<file path="src/rtl/ssc_regs.svh">
// Purpose: Field positions, reset values and masks of the stepper setup registers
// Assumes: Included by bare name from design files
// Notes: Definitions only
`ifndef SSC_REGS_SVH
`define SSC_REGS_SVH

// ****************************************
// Module setup word fields
// ****************************************
`define SSC_SETUP_SEL1_BIT 0
`define SSC_SETUP_SEL2_BIT 1
`define SSC_SETUP_NVAL_LO 3
`define SSC_SETUP_NVAL_HI 4
`define SSC_SETUP_MRES_LO 5
`define SSC_SETUP_MRES_HI 6
`define SSC_SETUP_MODE_BIT 11
`define SSC_SETUP_RSV_MASK 16'hF784
`define SSC_SETUP_RESET 16'h0000
`define SSC_PRESET_RESET 16'h0000

// ****************************************
// Step command word fields
// ****************************************
`define SSC_STEP_CNT_HI 12
`define SSC_STEP_DIR_BIT 13
`define SSC_STEP_CUR_LO 14
`define SSC_STEP_CUR_HI 15
`define SSC_MICRO_BASE 4'h5

// ****************************************
// Status byte positions
// ****************************************
`define SSC_ST_SUPPLY 0
`define SSC_ST_RSV 1
`define SSC_ST_TOG1 2
`define SSC_ST_DONE1 3
`define SSC_ST_IN3 4
`define SSC_ST_TOG2 5
`define SSC_ST_DONE2 6
`define SSC_ST_IN6 7

`endif

</file>
<file path="src/rtl/ssc_pkg.sv">
// Purpose: Types shared by the stepper setup and status block
// Assumes: Nothing
// Notes: Constants live in ssc_regs.svh
package ssc_pkg;

    // Homing state of one encoder counter
    typedef enum logic [2:0] {
        SSC_HOME_IDLE = 3'b001,
        SSC_HOME_BUSY = 3'b010,
        SSC_HOME_DONE = 3'b100
    } ssc_home_e;

    // Transfer value count codes
    typedef enum logic [1:0] {
        SSC_NVAL_ONE = 2'b00,
        SSC_NVAL_TWO = 2'b01,
        SSC_NVAL_FOUR = 2'b10,
        SSC_NVAL_RSV = 2'b11
    } ssc_nval_e;

    typedef logic [15:0] ssc_word_t;

endpackage

</file>
<file path="src/rtl/ssc_slice_if.sv">
// Purpose: Carries slice timing between the slicer and the register block
// Assumes: Single clock domain
// Notes: slice_go is a one-cycle pulse
`timescale 1ns/1ns
interface ssc_slice_if;
    ssc_pkg::ssc_nval_e nval;
    logic slice_go;
    logic [1:0] slot;

    modport slicer (
        input nval,
        output slice_go,
        output slot
    );
    modport user (
        output nval,
        input slice_go,
        input slot
    );
endinterface

</file>
<file path="src/rtl/ssc_slicer.sv">
// Purpose: Splits each bus cycle into one, two or four equal step slices
// Assumes: cyc_start pulses once per bus cycle in the mclk domain
// Notes: Slice length comes from the previous bus cycle length
`timescale 1ns/1ns
module ssc_slicer #(
    parameter int PER_W = 16
) (
    input wire logic mclk,
    input wire logic resetn,
    input wire logic cyc_start,
    ssc_slice_if.slicer sif
);

    typedef struct packed {
        logic [PER_W-1:0] cnt;
        logic [PER_W-1:0] period;
        logic [PER_W-1:0] scnt;
        logic [1:0] slot;
        logic go;
    } ssc_slicer_s;

    ssc_slicer_s st;
    ssc_slicer_s next_st;
    logic [1:0] shift;
    logic [1:0] last;
    logic [PER_W-1:0] slen;

    // Width check
    if (PER_W < 4) begin : g_chk
        $error("ssc_slicer: PER_W must be at least 4");
    end

    // ****************************************
    // Slice decode
    // ****************************************
    always_comb begin
        unique case (sif.nval)
            ssc_pkg::SSC_NVAL_TWO: shift = 2'h1;
            ssc_pkg::SSC_NVAL_FOUR: shift = 2'h2;
            default: shift = 2'h0; // One value, reserved code too
        endcase
        last = 2'((3'h1 << shift) - 3'h1);
        slen = st.period >> shift;
    end

    // Cycle measure and slot stepping
    always_comb begin
        next_st = st;
        next_st.go = 1'b0;
        if (!(&st.cnt)) begin
            next_st.cnt = st.cnt + 1'b1;
        end
        next_st.scnt = st.scnt + 1'b1;
        if (cyc_start) begin
            next_st.period = st.cnt + 1'b1;
            next_st.cnt = '0;
            next_st.scnt = '0;
            next_st.slot = 2'h0;
            next_st.go = 1'b1;
        end else if (slen != '0 && next_st.scnt >= slen && st.slot < last) begin
            next_st.slot = st.slot + 2'h1;
            next_st.scnt = '0;
            next_st.go = 1'b1;
        end
    end

    always_ff @(posedge mclk) begin
        if (!resetn) begin
            st <= '0;
        end else begin
            st <= next_st;
        end
    end

    assign sif.slice_go = st.go;
    assign sif.slot = st.slot;

endmodule

</file>
<file path="src/rtl/ssc_top.sv">
// Purpose: Homing preset, status byte and module setup word of a two-axis stepper
// Assumes: Controller writes arrive as mclk-domain strobes; pins are asynchronous
// Notes: One status byte and one setup word per module; one preset per axis
//        Homing load wins over a slice advance in the same cycle
//        Reserved transfer code runs as one value per bus cycle
//        Done bits read 0 in homing view until the first homing after reset
//        First bus cycle after reset takes its slice length from the time since reset
//        Status lags a pin by three cycles through the synchronisers
//        Reference mark edges outside homing are ignored
//
// Operation
// - Homing loads the axis position counter with that axis preset value.
// - Status bit 0 is 1 on supply fault, 0 when supply is good.
// - Bit 2: input 1, or toggles per encoder 1 homing completion.
// - Bit 3: input 2, or 0 while encoder 1 homes, 1 once done.
// - Bit 5: input 4, or toggles per encoder 2 homing completion.
// - Bit 6: input 5, or 0 while encoder 2 homes, 1 once done.
// - Bits 4 and 7 always show inputs 3 and 6.
// - Setup bits 0 and 1 pick inputs or homing view per encoder.
// - Setup bits 3-4 pick one, two or four values; 11 reserved.
// - Setup bits 5-6 give 5 to 8 microstep bits; rest full steps.
// - Setup bit 11 selects normal mode at 0, enhanced at 1.
// - Two or four values split the bus cycle in equal slices.
`timescale 1ns/1ns
`include "ssc_regs.svh"
module ssc_top #(
    parameter int PER_W = 16
) (
    input wire logic mclk,
    input wire logic resetn,
    input wire logic cyc_start,
    input wire logic preset_wr,
    input wire logic preset_axis,
    input wire logic [15:0] preset_data,
    input wire logic setup_wr,
    input wire logic [15:0] setup_data,
    input wire logic [1:0][3:0][15:0] step_command_words,
    input wire logic [5:0] din_pin,
    input wire logic supply_fault_pin,
    input wire logic [1:0] home_start,
    input wire logic [1:0] ref_mark_pin,
    output logic [7:0] input_and_homing_flags,
    output logic [15:0] module_setup_word,
    output logic [1:0][15:0] homing_preset_value,
    output logic [1:0][15:0] pos_count,
    output logic [1:0][15:0] step_command_slot,
    output logic [1:0][7:0] step_micro,
    output logic [1:0][7:0] step_full,
    output logic [1:0][1:0] cur_sel,
    output logic [1:0] step_dir,
    output logic [1:0] slot_index,
    output logic enhanced_mode
);

    // ****************************************
    // State record
    // ****************************************
    typedef struct packed {
        // Pin synchroniser stages
        logic [5:0] din_s1;
        logic [5:0] din_s2;
        logic sf_s1;
        logic sf_s2;
        logic [1:0] ref_s1;
        logic [1:0] ref_s2;
        logic [1:0] ref_s3;
        // Controller registers
        ssc_pkg::ssc_word_t setup;
        logic [1:0][15:0] preset;
        // Homing and status
        ssc_pkg::ssc_home_e [1:0] home;
        logic [1:0] tog;
        logic [7:0] status;
        // Position and step slot outputs
        logic [1:0][15:0] pos;
        logic [1:0][15:0] slot_word;
        logic [1:0][7:0] micro;
        logic [1:0][7:0] full;
        logic [1:0][1:0] cur;
        logic [1:0] dir;
        logic [1:0] slot;
        logic enh;
    } ssc_top_s;

    ssc_top_s st;
    ssc_top_s next_st;
    // Edge and view helpers
    logic [1:0] ref_rise;
    logic [1:0] sel_homing;

    // Slice timing carrier
    ssc_slice_if sif();

    // Width check
    if (PER_W < 4) begin : g_chk
        $error("ssc_top: PER_W must be at least 4");
    end

    // ****************************************
    // Decode helpers
    // ****************************************

    // Microstep width for a resolution code
    function automatic logic [3:0] micro_width(input logic [1:0] code);
        micro_width = `SSC_MICRO_BASE + {2'h0, code};
    endfunction

    // Low microstep bits of a step count
    function automatic logic [7:0] micro_part(input logic [12:0] cnt,
                                              input logic [1:0] code);
        logic [12:0] mask;
        mask = ~(13'h1FFF << micro_width(code));
        micro_part = 8'(cnt & mask);
    endfunction

    // Full-step part of a step count
    function automatic logic [7:0] full_part(input logic [12:0] cnt,
                                             input logic [1:0] code);
        full_part = 8'(cnt >> micro_width(code));
    endfunction

    // Status view: homing indication or pin level
    function automatic logic view_pick(input logic homing_view,
                                       input logic homing_bit,
                                       input logic pin_level);
        view_pick = homing_view ? homing_bit : pin_level;
    endfunction

    // Homing finished for one encoder counter
    function automatic logic home_done(input ssc_pkg::ssc_home_e state);
        home_done = (state == ssc_pkg::SSC_HOME_DONE);
    endfunction

    // Position after one step slot; direction bit set counts down
    function automatic logic [15:0] step_move(input logic [15:0] pos,
                                              input logic [15:0] word);
        logic [15:0] delta;
        delta = {3'h0, word[`SSC_STEP_CNT_HI:0]};
        if (word[`SSC_STEP_DIR_BIT]) begin
            step_move = pos - delta;
        end else begin
            step_move = pos + delta;
        end
    endfunction

    // ****************************************
    // Slice timing
    // ****************************************
    assign sif.nval = ssc_pkg::ssc_nval_e'(
        st.setup[`SSC_SETUP_NVAL_HI:`SSC_SETUP_NVAL_LO]);

    ssc_slicer #(
        .PER_W(PER_W)
    ) u_slicer (
        .mclk(mclk),
        .resetn(resetn),
        .cyc_start(cyc_start),
        .sif(sif)
    );

    // Homing view selects per encoder
    assign sel_homing = {st.setup[`SSC_SETUP_SEL2_BIT],
                         st.setup[`SSC_SETUP_SEL1_BIT]};

    // Reference mark rising edges, taken after the second stage
    assign ref_rise = st.ref_s2 & ~st.ref_s3;

    // ****************************************
    // Next state
    // ****************************************
    always_comb begin
        next_st = st;

        // ****************************************
        // Pins and controller writes
        // ****************************************
        // Pin synchronisers
        next_st.din_s1 = din_pin;
        next_st.din_s2 = st.din_s1;
        next_st.sf_s1 = supply_fault_pin;
        next_st.sf_s2 = st.sf_s1;
        next_st.ref_s1 = ref_mark_pin;
        next_st.ref_s2 = st.ref_s1;
        next_st.ref_s3 = st.ref_s2;

        // Controller writes; reserved setup bits are dropped
        if (setup_wr) begin
            next_st.setup = setup_data & ~`SSC_SETUP_RSV_MASK;
        end
        if (preset_wr) begin
            next_st.preset[preset_axis] = preset_data;
        end

        // Mode flag
        next_st.enh = st.setup[`SSC_SETUP_MODE_BIT];

        // ****************************************
        // Step slices
        // ****************************************
        // Step slot latch and position advance
        if (sif.slice_go) begin
            next_st.slot = sif.slot;
        end
        for (int a = 0; a < 2; a++) begin
            if (sif.slice_go) begin
                next_st.slot_word[a] = step_command_words[a][sif.slot];
                next_st.pos[a] = step_move(st.pos[a],
                    step_command_words[a][sif.slot]);
            end

            // Step word split into fields
            next_st.micro[a] = micro_part(st.slot_word[a][`SSC_STEP_CNT_HI:0],
                st.setup[`SSC_SETUP_MRES_HI:`SSC_SETUP_MRES_LO]);
            next_st.full[a] = full_part(st.slot_word[a][`SSC_STEP_CNT_HI:0],
                st.setup[`SSC_SETUP_MRES_HI:`SSC_SETUP_MRES_LO]);
            next_st.dir[a] = st.slot_word[a][`SSC_STEP_DIR_BIT];
            next_st.cur[a] =
                st.slot_word[a][`SSC_STEP_CUR_HI:`SSC_STEP_CUR_LO];

            // ****************************************
            // Homing
            // ****************************************
            // Homing sequence per encoder counter
            unique case (st.home[a])
                ssc_pkg::SSC_HOME_IDLE,
                ssc_pkg::SSC_HOME_DONE: begin
                    if (home_start[a]) begin
                        next_st.home[a] = ssc_pkg::SSC_HOME_BUSY;
                    end
                end
                ssc_pkg::SSC_HOME_BUSY: begin
                    if (ref_rise[a]) begin
                        next_st.pos[a] = st.preset[a];
                        next_st.home[a] = ssc_pkg::SSC_HOME_DONE;
                        next_st.tog[a] = ~st.tog[a];
                    end
                end
                default: begin
                    next_st.home[a] = ssc_pkg::SSC_HOME_IDLE;
                end
            endcase
        end

        // ****************************************
        // Status byte
        // ****************************************

        // Supply and reserved bits
        next_st.status[`SSC_ST_SUPPLY] = st.sf_s2;
        next_st.status[`SSC_ST_RSV] = 1'b0;

        // Encoder counter 1 view, pins 1 and 2 otherwise
        next_st.status[`SSC_ST_TOG1] =
            view_pick(sel_homing[0], st.tog[0], st.din_s2[0]);
        next_st.status[`SSC_ST_DONE1] =
            view_pick(sel_homing[0], home_done(st.home[0]), st.din_s2[1]);

        // Encoder counter 2 view, pins 4 and 5 otherwise
        next_st.status[`SSC_ST_TOG2] =
            view_pick(sel_homing[1], st.tog[1], st.din_s2[3]);
        next_st.status[`SSC_ST_DONE2] =
            view_pick(sel_homing[1], home_done(st.home[1]), st.din_s2[4]);

        // Pins 3 and 6 shown in every setup
        next_st.status[`SSC_ST_IN3] = st.din_s2[2];
        next_st.status[`SSC_ST_IN6] = st.din_s2[5];
    end

    // ****************************************
    // State register
    // ****************************************
    always_ff @(posedge mclk) begin
        if (!resetn) begin
            // Everything clear, both homing sequences idle
            st <= '0;
            st.setup <= `SSC_SETUP_RESET;
            st.preset <= {2{`SSC_PRESET_RESET}};
            st.home[0] <= ssc_pkg::SSC_HOME_IDLE;
            st.home[1] <= ssc_pkg::SSC_HOME_IDLE;
        end else begin
            st <= next_st;
        end
    end

    // ****************************************
    // Outputs, all straight from the record
    // ****************************************
    assign input_and_homing_flags = st.status;
    assign module_setup_word = st.setup;
    assign homing_preset_value = st.preset;
    assign pos_count = st.pos;
    assign step_command_slot = st.slot_word;
    assign step_micro = st.micro;
    assign step_full = st.full;
    assign cur_sel = st.cur;
    assign step_dir = st.dir;
    assign slot_index = st.slot;
    assign enhanced_mode = st.enh;

endmodule

</file>
<file path="config.mk">
export PLATFORM = sky130hd
export DESIGN_NAME = ssc_top
export DESIGN_NICKNAME = d
export VERILOG_FILES = /design/src/rtl/ssc_pkg.sv /design/src/rtl/ssc_slice_if.sv /design/src/rtl/ssc_slicer.sv /design/src/rtl/ssc_top.sv
export VERILOG_INCLUDE_DIRS = /design/src /design/src/rtl
export SDC_FILE = /design/constraint.sdc
export NUM_CORES = 1
export LEC_CHECK = 0
export BUFFER_PORTS_ARGS = -buffer_cell sky130_fd_sc_hd__buf_2
export CORE_MARGIN = 8
export CORE_UTILIZATION = 35
export DETAILED_ROUTE_END_ITERATION = 8
export PLACE_DENSITY = 0.62
export SYNTH_ARGS = -nofsm -noshare
export SYNTH_HDL_FRONTEND = slang
export SYNTH_SLANG_ARGS = --single-unit
export TNS_END_PERCENT = 30
</file>
<file path="constraint.sdc">
create_clock -name mclk -period 4.6 [get_ports mclk]
set_input_delay 0.92 -clock mclk [delete_from_list [all_inputs] [get_ports mclk]]
set_output_delay 0.92 -clock mclk [all_outputs]
set_load 0.05 [all_outputs]
</file>
# Word-level counts from Yosys, hierarchy flattened
# Cells that the tools add are included.
[op_classes]
reduce_logical = 13
order_cmp = 5
muxes = 28
bitwise = 8
addsub = 9
eq_ne = 12
n_shift = 5
[ops]
columns = ["cell", "n"]
rows = [
  ["$mux W16", 11],
  ["$bmux W16 S2", 2],
  ["$add A16 B1 Y16 const B", 2],
  ["$add A16 B13 Y16", 2],
  ["$bwmux W32", 1],
  ["$sub A16 B13 Y16", 2],
  ["$shr A13 B4 Y8", 2],
  ["$and A8 B8 Y8", 2],
  ["$demux W16 S1", 1],
  ["$ge A16 B16 Y1", 1],
  ["$reduce_and A16 Y1", 1],
  ["$reduce_bool A16 Y1", 1],
  ["$shr A16 B2 Y16", 1],
  ["$shl A13 B4 Y8 const A", 1],
  ["$mux W3", 4],
  ["$pmux W3 S2", 2],
  ["$ne A2 B2 Y1 const B", 4],
  ["$not A8 Y8", 1],
  ["$reduce_and A2 Y1", 4],
  ["$eq A3 B1 Y1 const B", 2],
  ["$eq A3 B2 Y1 const B", 2],
  ["$eq A3 B3 Y1 const B", 2],
  ["$mux W1", 6],
  ["$reduce_or A2 Y1", 3],
  ["16 further kinds", 20],
]
[totals]
out_inout_bits = 161
word_cells = 114
register_bits = 231

# Logic depth before layout (Yosys ltp)
# Gate-level depths: netlist of run 1.
[depth]
depth_word = 8
ltp_mapped = 19
mapped_depth_nobuf = 15

# Hierarchy
# Synthesis of run 1 repeated with hierarchy kept, for this count alone.
[hier_totals]
cells_unflattened = 1420
hier_area_um2 = 13244.0
[by_module_without_submodules]
columns = ["module", "instances", "seq_area_each_um2", "area_each_um2", "cells_each"]
rows = [
  ["ssc_top", 1, 3583.4, 10288.6, 1100],
  ["ssc_slicer", 1, 1021.0, 2955.3, 320],
]

# Least setup slack after synthesis of run 1
# No wires, ideal clock.
[synth_timing]
path_kind = "input port to flip-flop"
startpoint = "input step_command_words[115] (netlist name)"
endpoint = "register st (netlist bit pos_count[30])"
arrival_time_ps = 3953
setup_slack_ps = 517
stages = 14
setup_time_ps = 131
n_path_buf = 1
path_cell_list = "mux4_2 -> or4_1 -> nor2_1 -> nand2_1 -> nor2_1 -> nor2_1 -> xnor2_1 -> ha_1 -> clkbuf_1 -> a21o_1 -> a211o_1 -> or4_1 -> nand3_1 -> o31ai_1"
[synth_between]
elab_chain_len = 7
word_cells_on_any_way = 8
[synth_rtl]
columns = ["element", "line", "source"]
rows = [
  ["start: declaration", "ssc_top.sv:37", "input wire logic [1:0][3:0][15:0] step_command_words,"],
  ["$bmux W16 S2 *", "ssc_top.sv:208", "step_command_words[a][sif.slot]);"],
  ["$mux W16 (not written as such) *", "ssc_top.sv:208", ""],
  ["$add A16 B13 Y16 or $sub A16 B13 Y16 (tied branches)", "ssc_top.sv:142, ssc_top.sv:140", ""],
  ["$mux W16 *", "ssc_top.sv:139", "if (word[`SSC_STEP_DIR_BIT]) begin"],
  ["$mux W16 *", "ssc_top.sv:205", "if (sif.slice_go) begin"],
  ["$mux W16", "ssc_top.sv:232", "if (ref_rise[a]) begin"],
  ["$mux W16 *", "ssc_top.sv:224", "unique case (st.home[a])"],
  ["end signal: assignment", "ssc_top.sv:281", "st <= next_st;"],
  ["end: declaration", "ssc_top.sv:85", "ssc_top_s st;"],
]
# Mark *: on every way between the ends. The rest lies on a longest branch, timed or not. The select of a mux whose other input is x is not followed.
# A chain may end at the register's enable or synchronous reset.

# Final worst setup path of run 1
[layout_timing]
startpoint = "register u_slicer.st (netlist bit u_slicer.sif.slot[1])"
endpoint = "register st (netlist bit pos_count[13])"
[layout_between]
elab_chain_len = 7
word_cells_on_any_way = 8
[layout_rtl]
columns = ["element", "line", "source"]
rows = [
  ["start: declaration", "ssc_slicer.sv:22", "ssc_slicer_s st;"],
  ["start signal: assignment", "ssc_slicer.sv:71", "st <= next_st;"],
  ["$bmux W16 S2 *", "ssc_top.sv:208", ""],
  ["$mux W16 (not written as such) *", "ssc_top.sv:208", ""],
  ["$add A16 B13 Y16 or $sub A16 B13 Y16 (tied branches)", "ssc_top.sv:142, ssc_top.sv:140", ""],
  ["$mux W16 *", "ssc_top.sv:139", ""],
  ["$mux W16 *", "ssc_top.sv:205", ""],
  ["$mux W16", "ssc_top.sv:232", ""],
  ["$mux W16 *", "ssc_top.sv:224", ""],
]
# Marked as above.

==> results of run 1 <==
[worst max-delay path, cell delays in order (launching register included)]
cell and delay (ps):
dfxtp_2 680, buf_4 270, buf_4 140, mux2_2 350, o21ai_1 500, o21ai_0 230, xor2_1 300, ha_1 320
o21ai_0 240, a211oi_1 100, o21ai_0 160, buf_4 180, a21oi_1 70, or3_1 340, a31oi_1 200, a21oi_1 80
[metal layers]
metal / global-route usage (%) / share of wire [%] / vias up
met3: 3.83 / 6.2 / 71
met1: 19.8 / 41 / 5055
met2: 30.4 / 50 / 340
li1: - / - / 5207
met5: 0 / 0.033 / -
met4: 6.27 / 3.1 / 2
[final cells by class]
cell class,instances,area (um2)
Timing Repair Buffer,345,1810
Inverter,39,149
Multi-Input combinational cell,963,6970
Clock buffer,40,807
Clock inverter,11,136
Sequential cell,230,4610
Tap cell,511,639
Antenna cell,1,2.50
Fill cell,3748,22300
[sequential cells by signal, indices dropped and copies added (netlist names)]
name                    flops
next_st                    14
input_and_homing_flags      7
step_full                  16
enhanced_mode               1
u_slicer.sif.slot           2
pos_count                  32
st                         14
u_slicer.st                48
u_slicer.sif.slice_go       1
step_micro                 16
module_setup_word           7
step_command_slot          32
homing_preset_value        32
step_dir                    2
cur_sel                     4
slot_index                  2
[power breakdown]
group / switching [mW] / leakage [nW] / internal [mW]
clock: 0.871 / 0.465 / 1.38
combinational: 0.827 / 4.28 / 0.478
sequential: 0.101 / 1.88 / 2.09
[logic make-up after synthesis]
family / after synthesis
DFF: 230
AOI/OAI and AO/OA: 251
muxes: 128
adders and majority gates: 55
xor gates and xnor gates: 72
other: 1
buffers and inverters: 272
and+or+nand+nor: 447
[placed cells by master, fill, tap and decap left out, types with 11 or more instances in the layout]
cell type,netlist,layout
buf_2,8,318
mux2i_1,71,71
inv_1,38,38
mux4_2,44,44
dfxtp_1,230,227
nand2_1,122,122
nor2_1,136,136
nand4_1,14,14
nor2b_1,24,24
o21ai_0,37,37
a21oi_1,100,100
and3_1,12,12
nand3_1,19,19
o21a_1,18,18
clkbuf_16,0,29
or3_1,11,11
xnor2_1,46,46
xor2_1,26,26
and2_1,53,53
mux2_2,13,13
ha_1,53,53
nand2b_1,14,14
buf_4,162,26
a211oi_1,31,31
[synthesized netlist by cell type, drive strengths merged (3+ instances only)]
cell type,count
o31ai,7
ha,53
o21a,18
and4,5
mux2,13
nand2,122
clkbuf,55
o211ai,7
or3,11
nand3,19
nor2b,24
buf,178
and3,12
a31oi,8
nand4,14
nor2,136
xor2,26
nor3b,7
nand3b,5
nor4,6
a211oi,31
o21bai,7
a21oi,100
o2111ai,3
xnor2,46
a211o,5
mux4,44
mux2i,71
nor3,12
o21ai,38
a311oi,3
a21o,9
inv,39
and2,53
nand2b,14
dfxtp,230
[worst min-delay path by stage]
stage                      start                        end  slack (ps)  cells past startpoint
floorplan           next_st[105]  input_and_homing_flags[0]         410                      1
global placement    next_st[105]  input_and_homing_flags[0]         420                      1
detailed placement  next_st[171]               next_st[169]         420                      1
CTS                 next_st[171]               next_st[169]         430                      1
global route        next_st[175]               next_st[105]         440                      1
finish              next_st[177]                    st[177]         430                      1
==> impl_metrics.toml, run 1 <==
[outcome]
status = "finished clean"

[logic_synthesis]
synth_edf_count = 0
synth.distinct_cells = 62
synth-seq-cells = 230
synth_compound_area_share_pct = 12.0
syn_avg_cell_area_um2 = 9.05
ys_seq_area_share_pct = 34.9
synth_area_um2 = 13200
synthXorXnorAreaFrac_pct = 4.78
synth_area_leaders = "dfxtp_1 35%, buf_4 9.2%, mux4_2 7.5%"
synth_top_area_cell = "dfxtp_1"
synth-main-ff-cell = "dfxtp_1"
muxShareOfSynthArea_pct = 14.0
synth_top_area_share_pct = 34.9
synth_warnings = 0
synth_fa_ha_area_share_pct = 5.34
synth_top_family_by_area = "simple AND/OR/NAND/NOR gates"
syn_inst = 1456
synthArstFlopShare_pct = 0
yosys.area_share.simple_pct = 16.5

[sta]
hold_slack_ps = 431
period_needed_ps = 4310
setup_viol = 0
min_period_over_period_pct = 93.7
rsz0062_at_grt = "no"
final_max_slew_viol_count = 0
tightest_slew_ps = 1240
final.setup.worst_slack_ps = 290
clock_skew_ps = 10.1
tns_ps = 0
max_freq_mhz = 232
slew_headroom_pct = 16.8
hold_violations = 0

[clock_tree]
clk_pin_slew_ps = 60
cts.repair.resized = 0
cts.sinks = 230
cts_buffers = 28
cts_max_path_buffers = 3
cts-root-buf = "clkbuf_16"
hold_buffers = 0
worst_skew_pair.late_latency_ps = 550
cts_tree = "built"
htreeDepth = 1
cts_setup_buffers = 0

[global_routing]
grt_pass1_vias = 10700
grt_pass1_wl_mm = 60.0
gr-total-overflow = 0
antenna_found_initial = 3
grt_max_degree = 75
grt_use_total_pct = 17.1

[setup_path]
cp-endpoint = "pos_count[13]"
worstSetupPathType = "reg2reg"
rr_endpoint = "pos_count[13]"
cp_data_arrival_time_ps = 4710
crit_start = "u_slicer.sif.slot[1]"
cp.required_ps = 5000
reg2reg_depth = 15
r2r_setup_slack_ps = 290
cp-start-kind = "flop"
crit_fanout = 20
r2r_start = "u_slicer.sif.slot[1]"
end_kind = "flop"

[pwr]
peakVddDrop_mv = 0.291
powerDensity_nw_per_um2 = 380
total_power_mw = 5.75
p_leak_nw = 6.63

[route]
via_count = 10700
drt_iter0_drc = 502
dr.pass1.iters = 5
drc = 0
ant_nets = 0
via_per_inst = 4.99
routed_wl_mm = 39.5
post_drt_wl_per_cell_um = 18.5

[floorplan]
rows = 71
die_height_um = 210
dieArea_um2 = 44100
start_util_pct = 35.2
fp.coreArea_um2 = 37400
die_x_um = 210
ios = 338

[job]
drv_cap = 0

[cells_and_area]
final_core_util_pct = 40.4
finalNetCount = 1839
areaGrowthSynthToFinish_pct = 14.8
drive_gt1_share_pct = 28.3
instances_no_fill = 2140
design_area_um2 = 15100

[place]
place_hpwl_mm = 31.1
place_area_um2 = 14200
dp_cells = 2088
place_congestion = 0.872
place_ws_ps = 53.6
numPortBuffers = 318

[worst_hold_path]
hold_path.class = "reg2reg"
Note: power is estimated with default switching activity, not from simulation.
==> inputs of run 2 (changes only) <==
--- a/config.mk
+++ b/config.mk
@@ -8,9 +8,9 @@
 export LEC_CHECK = 0
 export BUFFER_PORTS_ARGS = -buffer_cell sky130_fd_sc_hd__buf_2
 export CORE_MARGIN = 8
-export CORE_UTILIZATION = 35
+export CORE_UTILIZATION = 54
 export DETAILED_ROUTE_END_ITERATION = 8
-export PLACE_DENSITY = 0.62
+export PLACE_DENSITY = 0.85
 export SYNTH_ARGS = -nofsm -noshare
 export SYNTH_HDL_FRONTEND = slang
 export SYNTH_SLANG_ARGS = --single-unit
==> run 2 against run 1 <==
- non-clock buffer count is 8 lower
- core utilization grew 20 points
- clock-buffer cell count shrank 3
- clock skew rose by 14 ps
- setup slack improved by 16 ps
==> impl_metrics.toml, run 2 (same netlist as run 1, synthesis figures left out) <==
[sta]
min_period_over_period_pct = 93.4
hold_violations = 0
clock_skew_ps = 23.6
period_needed_ps = 4290
setup_viol = 0
rsz0062_at_grt = "no"
slew_headroom_pct = 18.1
final_max_slew_viol_count = 0
tightest_slew_ps = 1220
max_freq_mhz = 233
tns_ps = 0

[global_routing]
groute.layer.met1.usage_pct = 25.7
grt_use_total_pct = 23.3
busiest_layer = "met2"
gr-total-overflow = 0
antenna_found_initial = 2
grt_max_degree = 86
grt_pass1_wl_mm = 55.1
use_met3_pct = 4.45
grt_pass1_vias = 10700
met2_usage_pct = 42.5

[cells_and_area]
largest_reg_flops = 48
finalNetCount = 1828
final_cell_mix = "318 x buf_2, 227 x dfxtp_1, 136 x nor2_1"
design_area_um2 = 14700
final_common_cell = "buf_2"
top_register = "u_slicer.st"
areaGrowthSynthToFinish_pct = 11.8
final.fill_count = 1993
drive_gt1_share_pct = 27.7

[place]
numPortBuffers = 318
place_area_um2 = 13900
place_hpwl_mm = 28.2
place_congestion = 0.913

[clock_tree]
cts_tree = "built"
cts.repair.resized = 0
cts-root-buf = "clkbuf_16"
hold_buffers = 0
cts.sinks = 230
worst_skew_pair.late_latency_ps = 530
clk_pin_slew_ps = 60
cts_buffers = 25
htreeDepth = 1
cts_setup_buffers = 0
cts_max_path_buffers = 3

[route]
via_per_inst = 5.58
via_count = 10800
drc = 0
dr.pass1.iters = 5
drt_iter0_drc = 663
ant_nets = 0
routed_wl_mm = 36.8
post_drt_wl_per_cell_um = 19.0

[pwr]
p_leak_nw = 6.54
powerDensity_nw_per_um2 = 376
total_power_mw = 5.54
peakVddDrop_mv = 0.241

[worst_hold_path]
hold_path.class = "reg2reg"

[setup_path]
end_kind = "flop"
cp_data_arrival_time_ps = 4750
worstSetupPathType = "reg2reg"
cp.required_ps = 5050
crit_fanout = 12
cp-start-kind = "flop"

[floorplan]
dieArea_um2 = 29700
rows = 57
ios = 338
fp.coreArea_um2 = 24200
die_x_um = 172
start_util_pct = 54.5
die_height_um = 172

[job]
drv_cap = 0

[outcome]
status = "finished clean"
-- run 2: cell types whose count changed in the layout (fill, tap and decap cells not counted), sizes merged --
cell    change
buf         -8
clkbuf      -3
clkinv      -3
diode       +1
-- run 2: through the flow --
step                util, %  std cells  hold slack, ps  worst slack (ps)
floorplan                 -       1465             412               517
global placement       57.4       1893             413               223
detailed placement     57.4       1893             417               180
CTS                    60.9       1938             431               358
global route           60.9       1940             445              4.46
finish                 60.9       1940             430               306
-- run 2: cell type report --
| class | count | area (um2) | area share (%) |
|---|---|---|---|
| diodes | 2 | 5.00 | 0.0340 |
| inverters | 39 | 149 | 1.01 |
| repair buffers | 337 | 1730 | 11.8 |
| clock buffers | 37 | 731 | 4.96 |
| multi-input cells | 963 | 6970 | 47.3 |
| well taps | 324 | 405 | 2.75 |
| clock inverters | 8 | 121 | 0.824 |
| flip-flops and latches | 230 | 4610 | 31.3 |
-- run 2: final timing paths --
check	from	end	slack (ps)	depth (start not counted)
hold reg to reg	next_st[171]	next_st[169]	430	1
setup / recovery	u_slicer.sif.slot[0]	pos_count[27]	310	13
setup reg to reg	u_slicer.sif.slot[0]	pos_count[27]	310	13
hold / removal	next_st[171]	next_st[169]	430	1
-- run 2: report_power, final --
part           total, mW  switching (mW)  internal [mW]  leakage (nW)
Sequential          2.19          0.0941           2.09          1.88
Clock               2.06           0.793           1.26         0.417
Combinational       1.30           0.824          0.476          4.24
-- run 2: metal layers --
metal | vias up | wire (um)
li1 | 5189 | -
met4 | 0 | 1550
met2 | 387 | 18700
met5 | - | 0
met1 | 5148 | 13900
met3 | 92 | 2640
-- run 2: critical path: stages, from the launching register on --
cell and delay (ps):
dfxtp_2 630, buf_4 290, mux4_2 630, nor3_1 510
nor2_1 120, xnor2_1 160, ha_1 330, a21o_1 200
a21oi_1 310, a31oi_1 190, o21ai_0 290, xor2_1 130
a211o_1 300, a21oi_1 130
==> inputs of run 3 (changes only) <==
==> constraint.sdc (replaced) <==
create_clock -name mclk -period 4.6 [get_ports mclk]
set_input_delay 0.46 -clock mclk [delete_from_list [all_inputs] [get_ports mclk]]
set_output_delay 0.46 -clock mclk [all_outputs]
set_load 0.05 [all_outputs]
==> run 3 against run 2 <==
- sequential power about the same
- final area fell by 0.42%
- critical path depth unchanged
- critical endpoint is now pos_count[15]
- highest routed layer unchanged
==> impl_metrics.toml, run 3 (same netlist as run 1, synthesis figures left out) <==
[pwr]
peakVddDrop_mv = 0.286
powerDensity_nw_per_um2 = 379
p_leak_nw = 6.50
total_power_mw = 5.56

[global_routing]
grt_max_degree = 79
gr-total-overflow = 0
antenna_found_initial = 1
grt_pass1_wl_mm = 55.2
grt_use_total_pct = 23.4
grt_pass1_vias = 10700

[route]
post_drt_wl_per_cell_um = 19.2
via_count = 10800
drt_iter0_drc = 753
drc = 0
ant_nets = 0
via_per_inst = 5.60
routed_wl_mm = 37.1
dr.pass1.iters = 5

[cells_and_area]
final_common_cell = "buf_2"
drive_gt1_share_pct = 27.3
top_register = "u_slicer.st"
final_core_util_pct = 60.7
instances_no_fill = 1928
largest_reg_flops = 48
areaGrowthSynthToFinish_pct = 11.3
finalNetCount = 1818
final_cell_mix = "318 x buf_2, 227 x dfxtp_1, 136 x nor2_1"
final.fill_count = 2034

[setup_path]
cp-start-kind = "flop"
crit_path_max_incr_delay_ps = 610
cp_top_family = "simple AND/OR/NAND/NOR gates"
rr_endpoint = "pos_count[15]"
crit_fanout = 16
reg2reg_depth = 13
r2r_start = "u_slicer.sif.slot[0]"
end_kind = "flop"
cp.required_ps = 4980
r2r_setup_slack_ps = 360
critPathBufInv = 0
crit_chain = "mux4_2, nor4_2, nand3b_1, o41ai_1, xor2_1, ha_1, nand4_1, a211oi_1, o21ai_0, a32oi_1, xor2_1, nand4_1, nor4b_2"
cp_data_arrival_time_ps = 4610
crit_slowest_cell = "mux4_2"
worstSetupPathType = "reg2reg"

[floorplan]
die_x_um = 172
start_util_pct = 54.5
rows = 57
ios = 338
die_height_um = 172
fp.coreArea_um2 = 24200
dieArea_um2 = 29700

[clock_tree]
cts-root-buf = "clkbuf_16"
cts.sinks = 230
cts_buffers = 25
worst_skew_pair.late_latency_ps = 520
cts_tree = "built"
hold_buffers = 0
clk_pin_slew_ps = 60
cts_setup_buffers = 0
cts_max_path_buffers = 3
htreeDepth = 1
cts.repair.resized = 0

[job]
drv_cap = 0

[sta]
final_max_slew_viol_count = 0
hold_violations = 0
tns_ps = 0
period_needed_ps = 4240
slew_headroom_pct = 17.8
tightest_slew_ps = 1230
rsz0062_at_grt = "no"
clock_skew_ps = 12.3
hold_slack_ps = 141
setup_viol = 0
min_period_over_period_pct = 92.1
max_freq_mhz = 236

[worst_hold_path]
hp-start = "supply_fault_pin"
hold_path.class = "in2reg"
holdPathStages = 2
hold_end = "next_st[175]"

[place]
numPortBuffers = 318
place_hpwl_mm = 28.4
dp_cells = 1883
place_congestion = 0.953

[outcome]
status = "finished clean"
[run 3: worst register-to-register path, delay by kind of cell (launching register included)]
family | cells | cell delay, ps
xor+xnor | 2 | 410
mux | 1 | 620
compound gates | 4 | 1020
flops | 1 | 550
simple gates | 5 | 1080
fa+ha+maj | 1 | 430
[run 3: area by class of cell]
cell class	count	area, um2	area share (%)
clock buffer	37	752	5.13
sequential	230	4620	31.5
multi-input combinational	963	6970	47.5
timing repair buffer	327	1660	11.3
inverter	39	149	1.02
tap	324	405	2.76
clock inverter	7	110	0.751
antenna	1	2.50	0.0171
[run 3: per-layer routing]
metal	up-vias	track usage (%)	share of wire [%]
li1	5161	-	-
met1	5130	25.6	37
met3	101	5.30	7.7
met5	-	0	0
met2	412	42.1	50
met4	0	11.9	4.6
[run 3: how the worst max path moves through the flow]
stage                                     from       endpoint  slack, ps  cells past startpoint
after global placement    u_slicer.sif.slot[0]  pos_count[30]        370                     16
after CTS                 u_slicer.sif.slot[0]  pos_count[15]        250                     14
after global routing      u_slicer.sif.slot[0]  pos_count[15]         10                     13
after floorplan           u_slicer.sif.slot[1]  pos_count[14]        730                     17
final                     u_slicer.sif.slot[0]  pos_count[15]        360                     13
after detailed placement  u_slicer.sif.slot[0]  pos_count[15]        280                     14
[run 3: per-stage QoR]
| stage | worst slack [ps] | cell area, um2 |
|---|---|---|
| 2_1_floorplan | 735 | 13200 |
| 3_3_place_gp | 370 | 13800 |
| 3_5_place_dp | 283 | 13800 |
| 4_1_cts | 247 | 14700 |
| 5_1_grt | 14.6 | 14700 |
| 6_report | 364 | 14700 |
[run 3: where the power goes]
group	switching [mW]	internal (mW)
logic	0.820	0.467
registers	0.101	2.09
clock network	0.793	1.29
